--- src/shared/pg_thermal_defs.svh ---
// What this block does
// primary drives power-good as open-drain output
// secondary reads power-good as CCM go signal
// window fault below 95% or above 105%
// comparator deglitched about 40 us
// blanking setting ignores window during scaling
// power-good low on faults, disable, soft start
// release only when every good condition holds
// secondary presets startup-hold latch at init
// start-up done clears hold, pull-down off
// shared line rises, secondary sets CCM latch
// disable, shutdown, lockout preset both latches; code presets them on undervoltage lockout only, not on overvoltage lockout
// above 150 C sets thermal warning flag
// read clears warning only below 130 C
// above 170 C stop, flag, discharge, pull low
// shutdown pulls enable pin when standalone-select 0
// below 150 C restart, release pins
// read clears shutdown flag only below 150 C
// init senses sync-output pin for role
// shared enable makes shutdown stop whole stack
// deglitch is a stable-level counter
`ifndef PG_THERMAL_DEFS_SVH
`define PG_THERMAL_DEFS_SVH
`define CTRL_OFFSET 8'h00
`define STATUS_OFFSET 8'h04
`define CTRL_SW_ENABLE_BIT 0
`define CTRL_DISCHARGE_BIT 1
`define CTRL_BLANK_BIT 2
`define CTRL_STANDALONE_BIT 3
`define CTRL_RESET 4'h3
`define STAT_THERMAL_WARNING_FLAG_BIT 0
`define STAT_THERMAL_SHUTDOWN_FLAG_BIT 1
`define STAT_SECONDARY_BIT 2
`define STAT_PG_LOW_BIT 3
`define STAT_CCM_BIT 4
`define STAT_HOLD_BIT 5
`define STAT_WINDOW_BIT 6
`define STAT_ROLE_KNOWN_BIT 7
`define CLK_PERIOD_NS 10
`define DEGLITCH_TIME_NS 40000
`define DEGLITCH_CYCLES ((`DEGLITCH_TIME_NS + `CLK_PERIOD_NS - 1) / `CLK_PERIOD_NS)
`endif

--- src/shared/pg_thermal_pkg.sv ---
package pg_thermal_pkg;
    // asynchronous analog comparator and pin levels
    typedef struct packed {
        logic enPin;
        logic powerGoodPin;
        logic syncOutputPinHigh;
        logic vBelowWindow;
        logic vAboveWindow;
        logic tAbove130;
        logic tAbove150;
        logic tAbove170;
        logic undervoltageLockout;
        logic overvoltageLockout;
    } pins_t;
    // state reported by converter logic on the same clock
    typedef struct packed {
        logic softStartActive;
        logic dynamicVoltageTransition;
        logic hiccupActive;
        logic startupDone;
    } conv_t;
    // control outputs towards the converter and pins
    typedef struct packed {
        logic stopSwitching;
        logic dischargeOn;
        logic newSoftStart;
        logic ccmMode;
    } drive_t;
    typedef enum logic [1:0] {
        ROLE_INIT = 2'b00,
        ROLE_SAMPLE = 2'b01,
        ROLE_PRIMARY = 2'b11,
        ROLE_SECONDARY = 2'b10
    } role_t;
endpackage

--- src/verilog/power_good_thermal_fault_logic.sv ---
// Implementation choices: the AHB-Lite interface to the registers and the placing of the registers.
`timescale 1ns/100ps
`include "pg_thermal_defs.svh"
module power_good_thermal_fault_logic (
    input wire logic clk_sys,
    input wire logic rst,
    input wire logic hsel,
    input wire logic [7:0] haddr,
    input wire logic [1:0] htrans,
    input wire logic hwrite,
    input wire logic [2:0] hsize,
    input wire logic [31:0] hwdata,
    input wire logic hready,
    output logic [31:0] hrdata,
    output logic hreadyout,
    output logic hresp,
    input wire pg_thermal_pkg::pins_t pins,
    input wire pg_thermal_pkg::conv_t conv,
    output pg_thermal_pkg::drive_t drive,
    output logic powerGoodOut,
    output logic powerGoodOe,
    output logic enPinOut,
    output logic enPinOe
);
    import pg_thermal_pkg::*;

    localparam logic [11:0] DGL_LAST = 12'(`DEGLITCH_CYCLES - 1);

    function automatic logic isReg(input logic [7:0] a, input logic [7:0] off);
        isReg = (a[7:2] == off[7:2]);
    endfunction

    pins_t pinMeta_q;
    pins_t pinSync_q;
    role_t roleState_q;
    logic [3:0] ctrl_q;
    logic thermal_warning_flag_q;
    logic tshutFlag_q;
    logic tshutActive_q;
    logic winFault_q;
    logic [11:0] glitchCnt_q;
    logic startupHold_q;
    logic ccmLatch_q;
    logic pgSyncPrev_q;
    logic busPending_q;
    logic busWrite_q;
    logic [7:0] busAddr_q;
    logic readClear;
    logic winRaw;
    logic winBad;
    logic enabled;
    logic stackDisable;
    logic pgGood;
    logic isPrimary;
    logic isSecondary;
    logic [31:0] statusWord;

    // two flops on every pin and comparator before any use; no reset, so the
    // pair keeps tracking the pins during reset and the role sample sees the real pin
    always_ff @(posedge clk_sys) begin
        pinMeta_q <= pins;
        pinSync_q <= pinMeta_q;
    end

    // role is sensed once after reset; init state waits one cycle for sync flops to fill
    always_ff @(posedge clk_sys) begin
        if (rst) begin
            roleState_q <= ROLE_INIT;
        end else begin
            unique case (roleState_q)
                ROLE_INIT: begin
                    roleState_q <= ROLE_SAMPLE;
                end
                ROLE_SAMPLE: begin
                    // resistor to ground reads low, open pin reads high
                    roleState_q <= pinSync_q.syncOutputPinHigh ? ROLE_PRIMARY
                                                               : ROLE_SECONDARY;
                end
                ROLE_PRIMARY: begin
                    roleState_q <= ROLE_PRIMARY;
                end
                ROLE_SECONDARY: begin
                    roleState_q <= ROLE_SECONDARY;
                end
            endcase
        end
    end

    assign isPrimary = (roleState_q == ROLE_PRIMARY);
    assign isSecondary = (roleState_q == ROLE_SECONDARY);

    // raw window fault, outside the 95..105 percent band
    assign winRaw = pinSync_q.vBelowWindow | pinSync_q.vAboveWindow;

    // deglitch: a new level passes only after staying stable the whole interval
    always_ff @(posedge clk_sys) begin
        if (rst) begin
            winFault_q <= 1'b0;
            glitchCnt_q <= '0;
        end else if (winRaw == winFault_q) begin
            glitchCnt_q <= '0;
        end else if (glitchCnt_q == DGL_LAST) begin
            winFault_q <= winRaw;
            glitchCnt_q <= '0;
        end else begin
            glitchCnt_q <= glitchCnt_q + 12'h0001;
        end
    end

    // thermal shutdown state with hysteresis between 170 and 150
    always_ff @(posedge clk_sys) begin
        if (rst) begin
            tshutActive_q <= 1'b0;
        end else if (pinSync_q.tAbove170) begin
            tshutActive_q <= 1'b1;
        end else if (!pinSync_q.tAbove150) begin
            tshutActive_q <= 1'b0;
        end
    end

    assign enabled = pinSync_q.enPin & ctrl_q[`CTRL_SW_ENABLE_BIT];
    // blanking applies only while a voltage transition is running
    assign winBad = winFault_q & ~(ctrl_q[`CTRL_BLANK_BIT] & conv.dynamicVoltageTransition);
    assign pgGood = enabled
                  & ~pinSync_q.undervoltageLockout
                  & ~pinSync_q.overvoltageLockout
                  & ~conv.softStartActive
                  & ~conv.hiccupActive
                  & ~tshutActive_q
                  & ~winBad;
    assign stackDisable = ~enabled | tshutActive_q | pinSync_q.undervoltageLockout;

    // secondary latches; preset is the DCM-allowed state
    always_ff @(posedge clk_sys) begin
        if (rst) begin
            startupHold_q <= 1'b1;
            ccmLatch_q <= 1'b0;
            pgSyncPrev_q <= 1'b0;
        end else begin
            pgSyncPrev_q <= pinSync_q.powerGoodPin;
            if (stackDisable) begin
                startupHold_q <= 1'b1;
                ccmLatch_q <= 1'b0;
            end else begin
                if (conv.startupDone) begin
                    startupHold_q <= 1'b0;
                end
                // line only rises once every device has let go of it
                if (isSecondary && !startupHold_q
                    && pinSync_q.powerGoodPin && !pgSyncPrev_q) begin
                    ccmLatch_q <= 1'b1;
                end
            end
        end
    end

    // open-drain power-good: output value is always low, only enable moves
    always_ff @(posedge clk_sys) begin
        if (rst) begin
            powerGoodOut <= 1'b0;
            powerGoodOe <= 1'b1;
        end else begin
            powerGoodOut <= 1'b0;
            if (isPrimary) begin
                powerGoodOe <= ~pgGood;
            end else if (isSecondary) begin
                powerGoodOe <= startupHold_q;
            end else begin
                powerGoodOe <= 1'b1; // held low until the role is known
            end
        end
    end

    // enable pin pull-down also disables the rest of the stack
    always_ff @(posedge clk_sys) begin
        if (rst) begin
            enPinOut <= 1'b0;
            enPinOe <= 1'b0;
        end else begin
            enPinOut <= 1'b0;
            enPinOe <= tshutActive_q & ~ctrl_q[`CTRL_STANDALONE_BIT];
        end
    end

    // converter controls; restart is a pulse on leaving shutdown
    always_ff @(posedge clk_sys) begin
        if (rst) begin
            drive <= '0;
        end else begin
            drive.stopSwitching <= tshutActive_q;
            drive.dischargeOn <= ctrl_q[`CTRL_DISCHARGE_BIT]
                                 & (tshutActive_q | ~enabled
                                    | pinSync_q.undervoltageLockout
                                    | pinSync_q.overvoltageLockout);
            drive.newSoftStart <= tshutActive_q & ~pinSync_q.tAbove170
                                  & ~pinSync_q.tAbove150;
            drive.ccmMode <= isSecondary & ccmLatch_q;
        end
    end

    // bus: address phase taken, one wait cycle, then data phase ends
    always_ff @(posedge clk_sys) begin
        if (rst) begin
            busPending_q <= 1'b0;
            busWrite_q <= 1'b0;
            busAddr_q <= '0;
            hreadyout <= 1'b1;
            hresp <= 1'b0;
        end else begin
            hresp <= 1'b0; // always okay
            if (busPending_q) begin
                busPending_q <= 1'b0;
                hreadyout <= 1'b1;
            end else if (hsel && htrans[1] && hready) begin
                busPending_q <= 1'b1;
                busWrite_q <= hwrite;
                busAddr_q <= haddr;
                hreadyout <= 1'b0;
            end
        end
    end

    assign readClear = busPending_q & ~busWrite_q & isReg(busAddr_q, `STATUS_OFFSET);

    // control register written in the wait cycle while hwdata stands
    always_ff @(posedge clk_sys) begin
        if (rst) begin
            ctrl_q <= `CTRL_RESET;
        end else if (busPending_q && busWrite_q && isReg(busAddr_q, `CTRL_OFFSET)) begin
            ctrl_q <= hwdata[3:0];
        end
    end

    // sticky flags: a set in the clearing cycle wins over the clear
    always_ff @(posedge clk_sys) begin
        if (rst) begin
            thermal_warning_flag_q <= 1'b0;
            tshutFlag_q <= 1'b0;
        end else begin
            if (pinSync_q.tAbove150) begin
                thermal_warning_flag_q <= 1'b1;
            end else if (readClear && !pinSync_q.tAbove130) begin
                thermal_warning_flag_q <= 1'b0;
            end
            if (pinSync_q.tAbove170) begin
                tshutFlag_q <= 1'b1;
            end else if (readClear && !pinSync_q.tAbove150) begin
                tshutFlag_q <= 1'b0;
            end
        end
    end

    always_comb begin
        statusWord = '0;
        statusWord[`STAT_THERMAL_WARNING_FLAG_BIT] = thermal_warning_flag_q;
        statusWord[`STAT_THERMAL_SHUTDOWN_FLAG_BIT] = tshutFlag_q;
        statusWord[`STAT_SECONDARY_BIT] = isSecondary;
        statusWord[`STAT_PG_LOW_BIT] = powerGoodOe;
        statusWord[`STAT_CCM_BIT] = ccmLatch_q;
        statusWord[`STAT_HOLD_BIT] = startupHold_q;
        statusWord[`STAT_WINDOW_BIT] = winFault_q;
        statusWord[`STAT_ROLE_KNOWN_BIT] = roleState_q[1];
    end

    // read data registered so it is valid for the whole final data cycle
    always_ff @(posedge clk_sys) begin
        if (rst) begin
            hrdata <= '0;
        end else if (busPending_q && !busWrite_q) begin
            if (isReg(busAddr_q, `CTRL_OFFSET)) begin
                hrdata <= {28'h000_0000, ctrl_q};
            end else if (isReg(busAddr_q, `STATUS_OFFSET)) begin
                hrdata <= statusWord;
            end else begin
                hrdata <= 32'h0000_0000; // unmapped reads as zero
            end
        end
    end

    AST_PG_LOW_THERMAL_SHUTDOWN_FLAG: assert property (@(posedge clk_sys) disable iff (rst)
        isPrimary && tshutActive_q |=> powerGoodOe)
        else $error("power-good released during thermal shutdown");

    AST_PG_RELEASE: assert property (@(posedge clk_sys) disable iff (rst)
        isPrimary && pgGood |=> !powerGoodOe)
        else $error("power-good not released with all conditions good");

    AST_DEGLITCH_STABLE: assert property (@(posedge clk_sys) disable iff (rst)
        $changed(winFault_q) |-> $past(glitchCnt_q) == DGL_LAST)
        else $error("window fault passed before deglitch interval");

    AST_THERMAL_WARNING_FLAG_SET: assert property (@(posedge clk_sys) disable iff (rst)
        pinSync_q.tAbove150 |=> thermal_warning_flag_q)
        else $error("thermal warning not set");

    AST_THERMAL_WARNING_FLAG_HOLD: assert property (@(posedge clk_sys) disable iff (rst)
        readClear && pinSync_q.tAbove130 && thermal_warning_flag_q |=> thermal_warning_flag_q)
        else $error("thermal warning cleared while still hot");

    AST_THERMAL_SHUTDOWN_FLAG_CLEAR: assert property (@(posedge clk_sys) disable iff (rst)
        readClear && !pinSync_q.tAbove150 && !pinSync_q.tAbove170 |=> !tshutFlag_q)
        else $error("shutdown flag not cleared by cool read");

    AST_EN_PULL: assert property (@(posedge clk_sys) disable iff (rst)
        tshutActive_q && !ctrl_q[`CTRL_STANDALONE_BIT] |=> enPinOe)
        else $error("enable pin not pulled in shutdown");

    AST_SEC_HOLD: assert property (@(posedge clk_sys) disable iff (rst)
        isSecondary && $past(isSecondary) && startupHold_q |=> powerGoodOe)
        else $error("secondary released line while holding");

    AST_LATCH_PRESET: assert property (@(posedge clk_sys) disable iff (rst)
        stackDisable |=> startupHold_q && !ccmLatch_q)
        else $error("secondary latches not preset on disable");

    AST_BUS_WAIT: assert property (@(posedge clk_sys) disable iff (rst)
        hsel && htrans[1] && hready && hreadyout |=> !hreadyout ##1 hreadyout)
        else $error("bus answer not after one wait cycle");

    CVR_SHUTDOWN_EXIT: cover property (@(posedge clk_sys) disable iff (rst)
        $fell(tshutActive_q));
    CVR_CCM_ENTRY: cover property (@(posedge clk_sys) disable iff (rst)
        $rose(ccmLatch_q));
    CVR_PG_RELEASE: cover property (@(posedge clk_sys) disable iff (rst)
        isPrimary && $fell(powerGoodOe));
    CVR_BLANKED: cover property (@(posedge clk_sys) disable iff (rst)
        winFault_q && !winBad && pgGood);
endmodule

--- config.mk ---
export PLATFORM = sky130hd
export DESIGN_NAME = power_good_thermal_fault_logic
export DESIGN_NICKNAME = d
export VERILOG_FILES = /design/src/shared/pg_thermal_pkg.sv /design/src/verilog/power_good_thermal_fault_logic.sv
export VERILOG_INCLUDE_DIRS = /design/src /design/src/shared
export SDC_FILE = /design/constraint.sdc
export NUM_CORES = 1
export LEC_CHECK = 0
export BUFFER_PORTS_ARGS = -buffer_cell sky130_fd_sc_hd__buf_2
export CORE_ASPECT_RATIO = 0.9
export CORE_MARGIN = 10
export CORE_UTILIZATION = 47
export DETAILED_ROUTE_END_ITERATION = 7
export PLACE_DENSITY = 0.74
export SLEW_MARGIN = 0
export SYNTH_ARGS = -nofsm -noshare
export SYNTH_HDL_FRONTEND = slang
export SYNTH_SLANG_ARGS = --single-unit
--- constraint.sdc ---
create_clock -name clk_sys -period 2.4 [get_ports clk_sys]
set_clock_uncertainty 0.15 [all_clocks]
set_input_delay 0.24 -clock clk_sys [delete_from_list [all_inputs] [get_ports clk_sys]]
set_output_delay 0.24 -clock clk_sys [all_outputs]
set_load 0.05 [all_outputs]
==> run metrics, run 1 <==
Slew @ Worst Pin=674.0 ps; R2R Path End=glitchCnt_q[10]$_SDFF_PP0_; R2R cell count=4; Final Setup Violations=0; crit-path max FO=7; Rows=25; RSZ-0062 raised after global routing=false; largest net degree at the start of global routing=27; Yosys top cell area share=53.13%; Main synth FF type=dfxtp_1; via/cell ratio=4.913; Pleak=1.340 nW; Synth top cells by count=dfxtp_1, buf_4, nor2_1, nand2_1, mux2i_1; synthesized instance count=251; top cells by area, synth=dfxtp_1, buf_4, mux2i_1; count of different cell masters after synthesis=41; CTS tree=built; Max Root-Sink Buffers=2; Multi-input gate area=0.001036 mm²; Port Buffers=44; Slew Limit Fails=0; PwrDens=751.5 mW/mm²; Critical Path AT=1960 ps; nets@finish=384; startpoint types=flop; Core Area=0.005255 mm²; Die Ht=90.05 µm; synthesized area=0.002562 mm²; post-synthesis sequential area ratio=53.12%; chain of cells forming the critical path=ha_1 -> nand4_2 -> or4_1 -> a211oi_2; reg2reg start=glitchCnt_q[0]$_SDFF_PP0_; fin crit share=76.96%; Hold-fix buffers, CTS=19; max incr delay on CP=560 ps; CP delay by family, top=simple AND/OR/NAND/NOR gates; Synth Area per Inst=10.21 µm²; setup TNS=0 ps; IO Count=106; Hold Vio Cnt, Final=0; Register Area=0.001361 mm²; most common cell in the netlist=dfxtp_1; post-DP HPWL=3858 µm; crit path launch=glitchCnt_q[0]$_SDFF_PP0_; CTS buffer count=9; Die ar.=0.008810 mm²; final antenna diode count=0; Max Freq=541.4 MHz; CP endpoint kind=flop; final WL=5518 µm; Vias=1921; H-tree depth=3; fin crit period=1847 ps; clock transition at the registers of the reported paths=70 ps; Gates resized, CTS repair=0; ys async rst share=0%; buffer count from post-CTS setup fixing=0; area delta synth->final=22.71%; CTS sink cnt=68; Yosys top cell by area=dfxtp_1; DR pass1 iterations=4; WP buf/inv=0; post-place setup slack=575.3 ps; reg2reg setup slack=550 ps; crit path to=glitchCnt_q[10]$_SDFF_PP0_; number of synthesized flops with an enable pin=0; drt wl/cell=14.11 µm; share of cells above drive strength 1=23.15%; Crit path required time=2510 ps; chip width=97.83 µm; Final Wtd Congestion=0.7342; insertion delay to the later sink of the worst-skew pair=340 ps; total grt overflow=0; global-route wire length before repair=9197 µm; WS Path Type=reg -> reg; vias in the first global route=1897; initial DRC count=97; max_slew headroom=54.95%; Synth Warn #=0; CP Depth=4; FF+latch count, synth=68; fillers=442; DRT antenna net count=0; HP Class=in -> reg; clock root cell=clkbuf_8; Initial Util=48.76%; Total Routing Usage GR=12.63%; initial antenna violation count=0; final worst setup slack=552.9 ps; outcome=finished, final reports clean; drt drc=0; Max Cap Viol=0; VDD IR max=503.7 µV; critical path's slowest cell=or4_1
## state kept, by name, indices dropped and copies added, names as in the netlist, 2 cells and up
| register | flops |
|---|---|
| roleState_q | 2 |
| pinSync_q | 10 |
| ctrl_q | 4 |
| glitchCnt_q | 12 |
| drive | 4 |
| pinMeta_q | 10 |
| hrdata | 8 |
| busAddr_q | 6 |
## worst min-delay path: stages
cell     delay (ps)
buf_2            70
nor2_1           40
mux2i_1         110
## worst min-delay path by stage
| stage | slack (ps) | end | start | cells after the start |
|---|---|---|---|---|
| final | 20 | ctrl_q[0]$_SDFFE_PP1P_ | hwdata[0] | 3 |
| after global routing | 30 | ctrl_q[2]$_SDFFE_PP0P_ | hwdata[2] | 3 |
| after CTS | 0.09 | ctrl_q[0]$_SDFFE_PP1P_ | hwdata[0] | 3 |
| after detailed placement | 160 | pinSync_q[7]$_DFF_P_ | pinMeta_q[7]$_DFF_P_ | 0 |
| after global placement | 160 | pinSync_q[0]$_DFF_P_ | pinMeta_q[0]$_DFF_P_ | 0 |
| after floorplan | 120 | pinMeta_q[0]$_DFF_P_ | pins[0] | 0 |
## cells in the final DEF (no fill, tap or decap), drive strengths merged, types with 7 or more instances in the layout
| cell | n |
|---|---|
| a211oi | 8 |
| buf | 48 |
| clkbuf | 9 |
| conb | 27 |
| dfxtp | 68 |
| dlygate4sd3 | 19 |
| inv | 7 |
| mux2i | 12 |
| nand2 | 14 |
| nor2 | 26 |
| o21ai | 11 |
## logic make-up after synthesis
logic type,Yosys count,share of synthesized area (%)
adders and majority gates,1,0.4882
AOI/OAI and AO/OA,37,9.570
buffers and inverters,42,10.25
muxes,15,6.006
xor gates and xnor gates,3,1.026
DFF,68,53.13
other,1,0.1463
and+or+nand+nor,84,19.38
## final cells by class
class,count,area share [%]
inverters,6,0.7163
repair buffers,67,14.01
clock buffers,9,3.940
flip-flops and latches,68,43.29
multi-input cells,167,32.95
clock inverters,7,2.427
well taps,67,2.666
## layer usage
layer,part of all wire [%],global-route usage [%],vias to the layer above,wire length (µm)
met3,8.5,6.427,8,471
met4,1.2,5.085,0,68
met5,0,0,-,0
met1,46,15.37,882,2517
li1,-,-,965,-
met2,45,18.35,66,2460
## metrics by stage
| stage | area, µm² | power, mW | hold WS [ps] | util [%] | cells |
|---|---|---|---|---|---|
| 3_5_place_dp | 2754 | 1.433 | 163.8 | 52.40 | 356 |
| 5_1_grt | 3144 | 2.462 | 27.64 | 59.83 | 391 |
| 3_3_place_gp | 2754 | 1.428 | 160.4 | 52.40 | 356 |
| 6_report | 3144 | 2.363 | 17.18 | 59.83 | 391 |
| 2_1_floorplan | 2660 | 1.419 | 117.7 | - | 277 |
| 4_1_cts | 3144 | 2.383 | 0.09498 | 59.83 | 391 |
## where the power goes
part | leakage, nW | switching [mW] | total (mW) | internal [mW]
clock network | 0.0958 | 0.445 | 0.929 | 0.484
registers | 0.560 | 0.0266 | 1.19 | 1.17
logic | 0.685 | 0.169 | 0.240 | 0.0707
Note: power is estimated with default switching activity, not from simulation.
==> run 2, diff against run 1 <==
--- a/config.mk
+++ b/config.mk
@@ -6,12 +6,13 @@
 export SDC_FILE = /design/constraint.sdc
 export NUM_CORES = 1
 export LEC_CHECK = 0
+export ABC_AREA = 1
 export BUFFER_PORTS_ARGS = -buffer_cell sky130_fd_sc_hd__buf_2
 export CORE_ASPECT_RATIO = 0.9
 export CORE_MARGIN = 10
 export CORE_UTILIZATION = 47
 export DETAILED_ROUTE_END_ITERATION = 7
-export PLACE_DENSITY = 0.74
+export PLACE_DENSITY = 0.75
 export SLEW_MARGIN = 0
 export SYNTH_ARGS = -nofsm -noshare
 export SYNTH_HDL_FRONTEND = slang
==> constraint.sdc (replaced) <==
create_clock -name clk_sys -period 1.9 [get_ports clk_sys]
set_clock_uncertainty 0.15 [all_clocks]
set_input_delay 0.19 -clock clk_sys [delete_from_list [all_inputs] [get_ports clk_sys]]
set_output_delay 0.19 -clock clk_sys [all_outputs]
set_load 0.05 [all_outputs]
==> run metrics, run 2 <==
Pleak=1.376 nW; drt wl/cell=12.20 µm; clock share of power=42.0%; VDD IR max=612.7 µV; Final Wtd Congestion=0.8366; Yosys top cell area share=53.36%; Main synth FF type=dfxtp_1; chip width=97.66 µm; max incr delay on CP=360 ps; number of synthesized flops with an enable pin=0; count of different cell masters after synthesis=29; Psw=838.9 µW; synthesized instance count=305; largest reg by FF count=glitchCnt_q; Hold Vio Cnt, Final=0; Initial Util=48.55%; WS Path Type=reg -> reg; vias in the first global route=2061; H-tree depth=3; CTS tree=built; final WL=5478 µm; R2R Path End=glitchCnt_q[7]$_SDFF_PP0_; CP Depth=6; setup TNS=0 ps; R2R cell count=6; Synth Area per Inst=8.365 µm²; PwrDens=993.8 mW/mm²; xor/xnor share of the synthesized area=1.717%; drt drc=0; post-synthesis sequential area ratio=53.36%; chain of cells forming the critical path=ha_1 -> nand2_1 -> nor2_2 -> nand3_1 -> nand2_1 -> a21oi_1; initial DRC count=131; Critical Path AT=1740 ps; CTS sink cnt=68; crit-path max FO=12; via/cell ratio=4.592; share of cells above drive strength 1=21.47%; IO Count=106; ys async rst share=0%; Yosys top cell by area=dfxtp_1; Final Setup Violations=0; most common cell in the netlist=dfxtp_1; fin crit share=88.18%; Die ar.=0.008779 mm²; Hold-fix buffers, CTS=21; critical path's slowest cell=dfxtp_1; Max Freq=596.9 MHz; Slew @ Worst Pin=499.5 ps; Die Ht=89.90 µm; buffer count from post-CTS setup fixing=0; Int Power=2.310 mW; Synth Area in Compound Gates=7.798%; reg2reg start=glitchCnt_q[0]$_SDFF_PP0_; Synth Warn #=0; simple-gate area share of the yosys netlist=22.61%; global-route wire length before repair=9170 µm; Seq pwr share=47.7%; fin crit period=1675 ps; DR pass1 iterations=5; startpoint types=flop; fillers=456; final antenna diode count=0; reg2reg setup slack=220 ps; FF+latch count, synth=68; Port Buffers=44; Vias=2062; largest net degree at the start of global routing=18; crit path launch=glitchCnt_q[0]$_SDFF_PP0_; Gates resized, CTS repair=0; total grt overflow=0; top cells by area, synth=dfxtp_1, buf_4, nor2_1; CP delay by family, top=simple AND/OR/NAND/NOR gates; most frequent cells in the layout=dfxtp_1, nor2_1, buf_2; Core Area=0.005255 mm²; WP buf/inv=0; Crit path top cell by count=nand2_1; Max Root-Sink Buffers=2; area delta synth->final=24.18%; Min Hold Slack=24.76 ps; max_slew headroom=66.60%; post-DP HPWL=3945 µm; max FFs per register=12; mux contribution to synthesized area=0%; Crit path required time=1960 ps; Synth top cells by count=dfxtp_1, nor2_1, nand2_1, buf_4, inv_1; combinational power share=10.3%; Total Routing Usage GR=12.59%; insertion delay to the later sink of the worst-skew pair=350 ps; Largest regs=glitchCnt_q: 12 flops, pinMeta_q: 10 flops, pinSync_q: 10 flops; outcome=finished, final reports clean; Rows=25; RSZ-0062 raised after global routing=false; main combinational cell family by area after synthesis=simple AND/OR/NAND/NOR gates; clock root cell=clkbuf_8; HP Class=in -> reg; Hold Startpoint=conv[2]; synthesized area=0.002551 mm²; CTS buffer count=9; Adder-Cell Fraction of Synth Area=0.4904%; crit path to=glitchCnt_q[7]$_SDFF_PP0_; Slew Limit Fails=0; DRT antenna net count=0; clock transition at the registers of the reported paths=80 ps; nets@finish=442; Max Cap Viol=0; most common cell after layout, fill and taps aside=dfxtp_1; CP endpoint kind=flop; sw frac=26.64%; initial antenna violation count=0
[run 2: cell types whose count changed after synthesis, sizes merged, moves of 8 or more]
cell / previous run / this run
nand3: 6 / 17
nand2: 14 / 41
a211oi: 8 / 0
inv: 6 / 31
mux2i: 12 / 0
nor2: 26 / 58
a21oi: 6 / 21
[run 2: through the flow]
step / instance area, µm² / worst slack [ps] / std cells / util, % / power [mW]
3_5_place_dp: 2735 / 222.9 / 412 / 52.05 / 1.820
2_1_floorplan: 2649 / 540.3 / 331 / - / 1.802
6_report: 3168 / 224.6 / 449 / 60.29 / 3.149
5_1_grt: 3168 / 83.33 / 449 / 60.29 / 3.255
3_3_place_gp: 2735 / 295.8 / 412 / 52.05 / 1.815
4_1_cts: 3168 / 208.1 / 449 / 60.29 / 3.154
[run 2: worst min-delay path, delay by kind of cell]
kind	cells	cell delay [ps]
AO/OA/AOI/OAI	2	110
AND/OR/NAND/NOR	1	90
buffers and inverters	1	80
[run 2: worst min path at each step]
stage / to / slack (ps) / cells past startpoint
after floorplan: pinMeta_q[0]$_DFF_P_ / 70 / 0
after global placement: pinMeta_q[9]$_DFF_P_ / 140 / 1
after detailed placement: pinMeta_q[5]$_DFF_P_ / 140 / 1
after CTS: busAddr_q[2]$_SDFFE_PP0P_ / 20 / 3
after global routing: busAddr_q[2]$_SDFFE_PP0P_ / 60 / 3
final: powerGoodOe$_SDFF_PP1_ / 20 / 4
[run 2: routing by layer]
metal	vias up	track usage [%]	part of all wire, %
li1	1055	-	-
met3	19	4.973	8.7
met2	74	19.36	45
met4	0	9.927	4.2
met1	914	13.51	42
met5	-	0	0
[run 2: final cells by class]
class,count,area [µm²],area share (%)
Sequential cell,68,1361,42.97
Clock buffer,9,123.9,3.910
Multi-Input combinational cell,199,933.4,29.46
Inverter,32,121.4,3.831
Tap cell,67,83.83,2.646
Timing Repair Buffer,67,445.4,14.06
Clock inverter,7,98.84,3.120
[run 2: power by group through the flow]
| stage | Sequential [mW] | Clock [mW] | Combinational (mW) |
|---|---|---|---|
| 5_1_grt | 1.51 | 1.40 | 0.350 |
| 6_report | 1.50 | 1.32 | 0.323 |
| 3_3_place_gp | 1.53 | 0 | 0.283 |
| 4_1_cts | 1.50 | 1.33 | 0.321 |
| 2_1_floorplan | 1.55 | 0 | 0.248 |
| 3_5_place_dp | 1.53 | 0 | 0.285 |
[run 2: cells by family after synthesis]
kind of cell / Yosys count
xor+xnor: 5
buf+inv: 64
fa+ha+maj: 1
other cells: 1
simple gates: 128
compound gates: 38
flops: 68
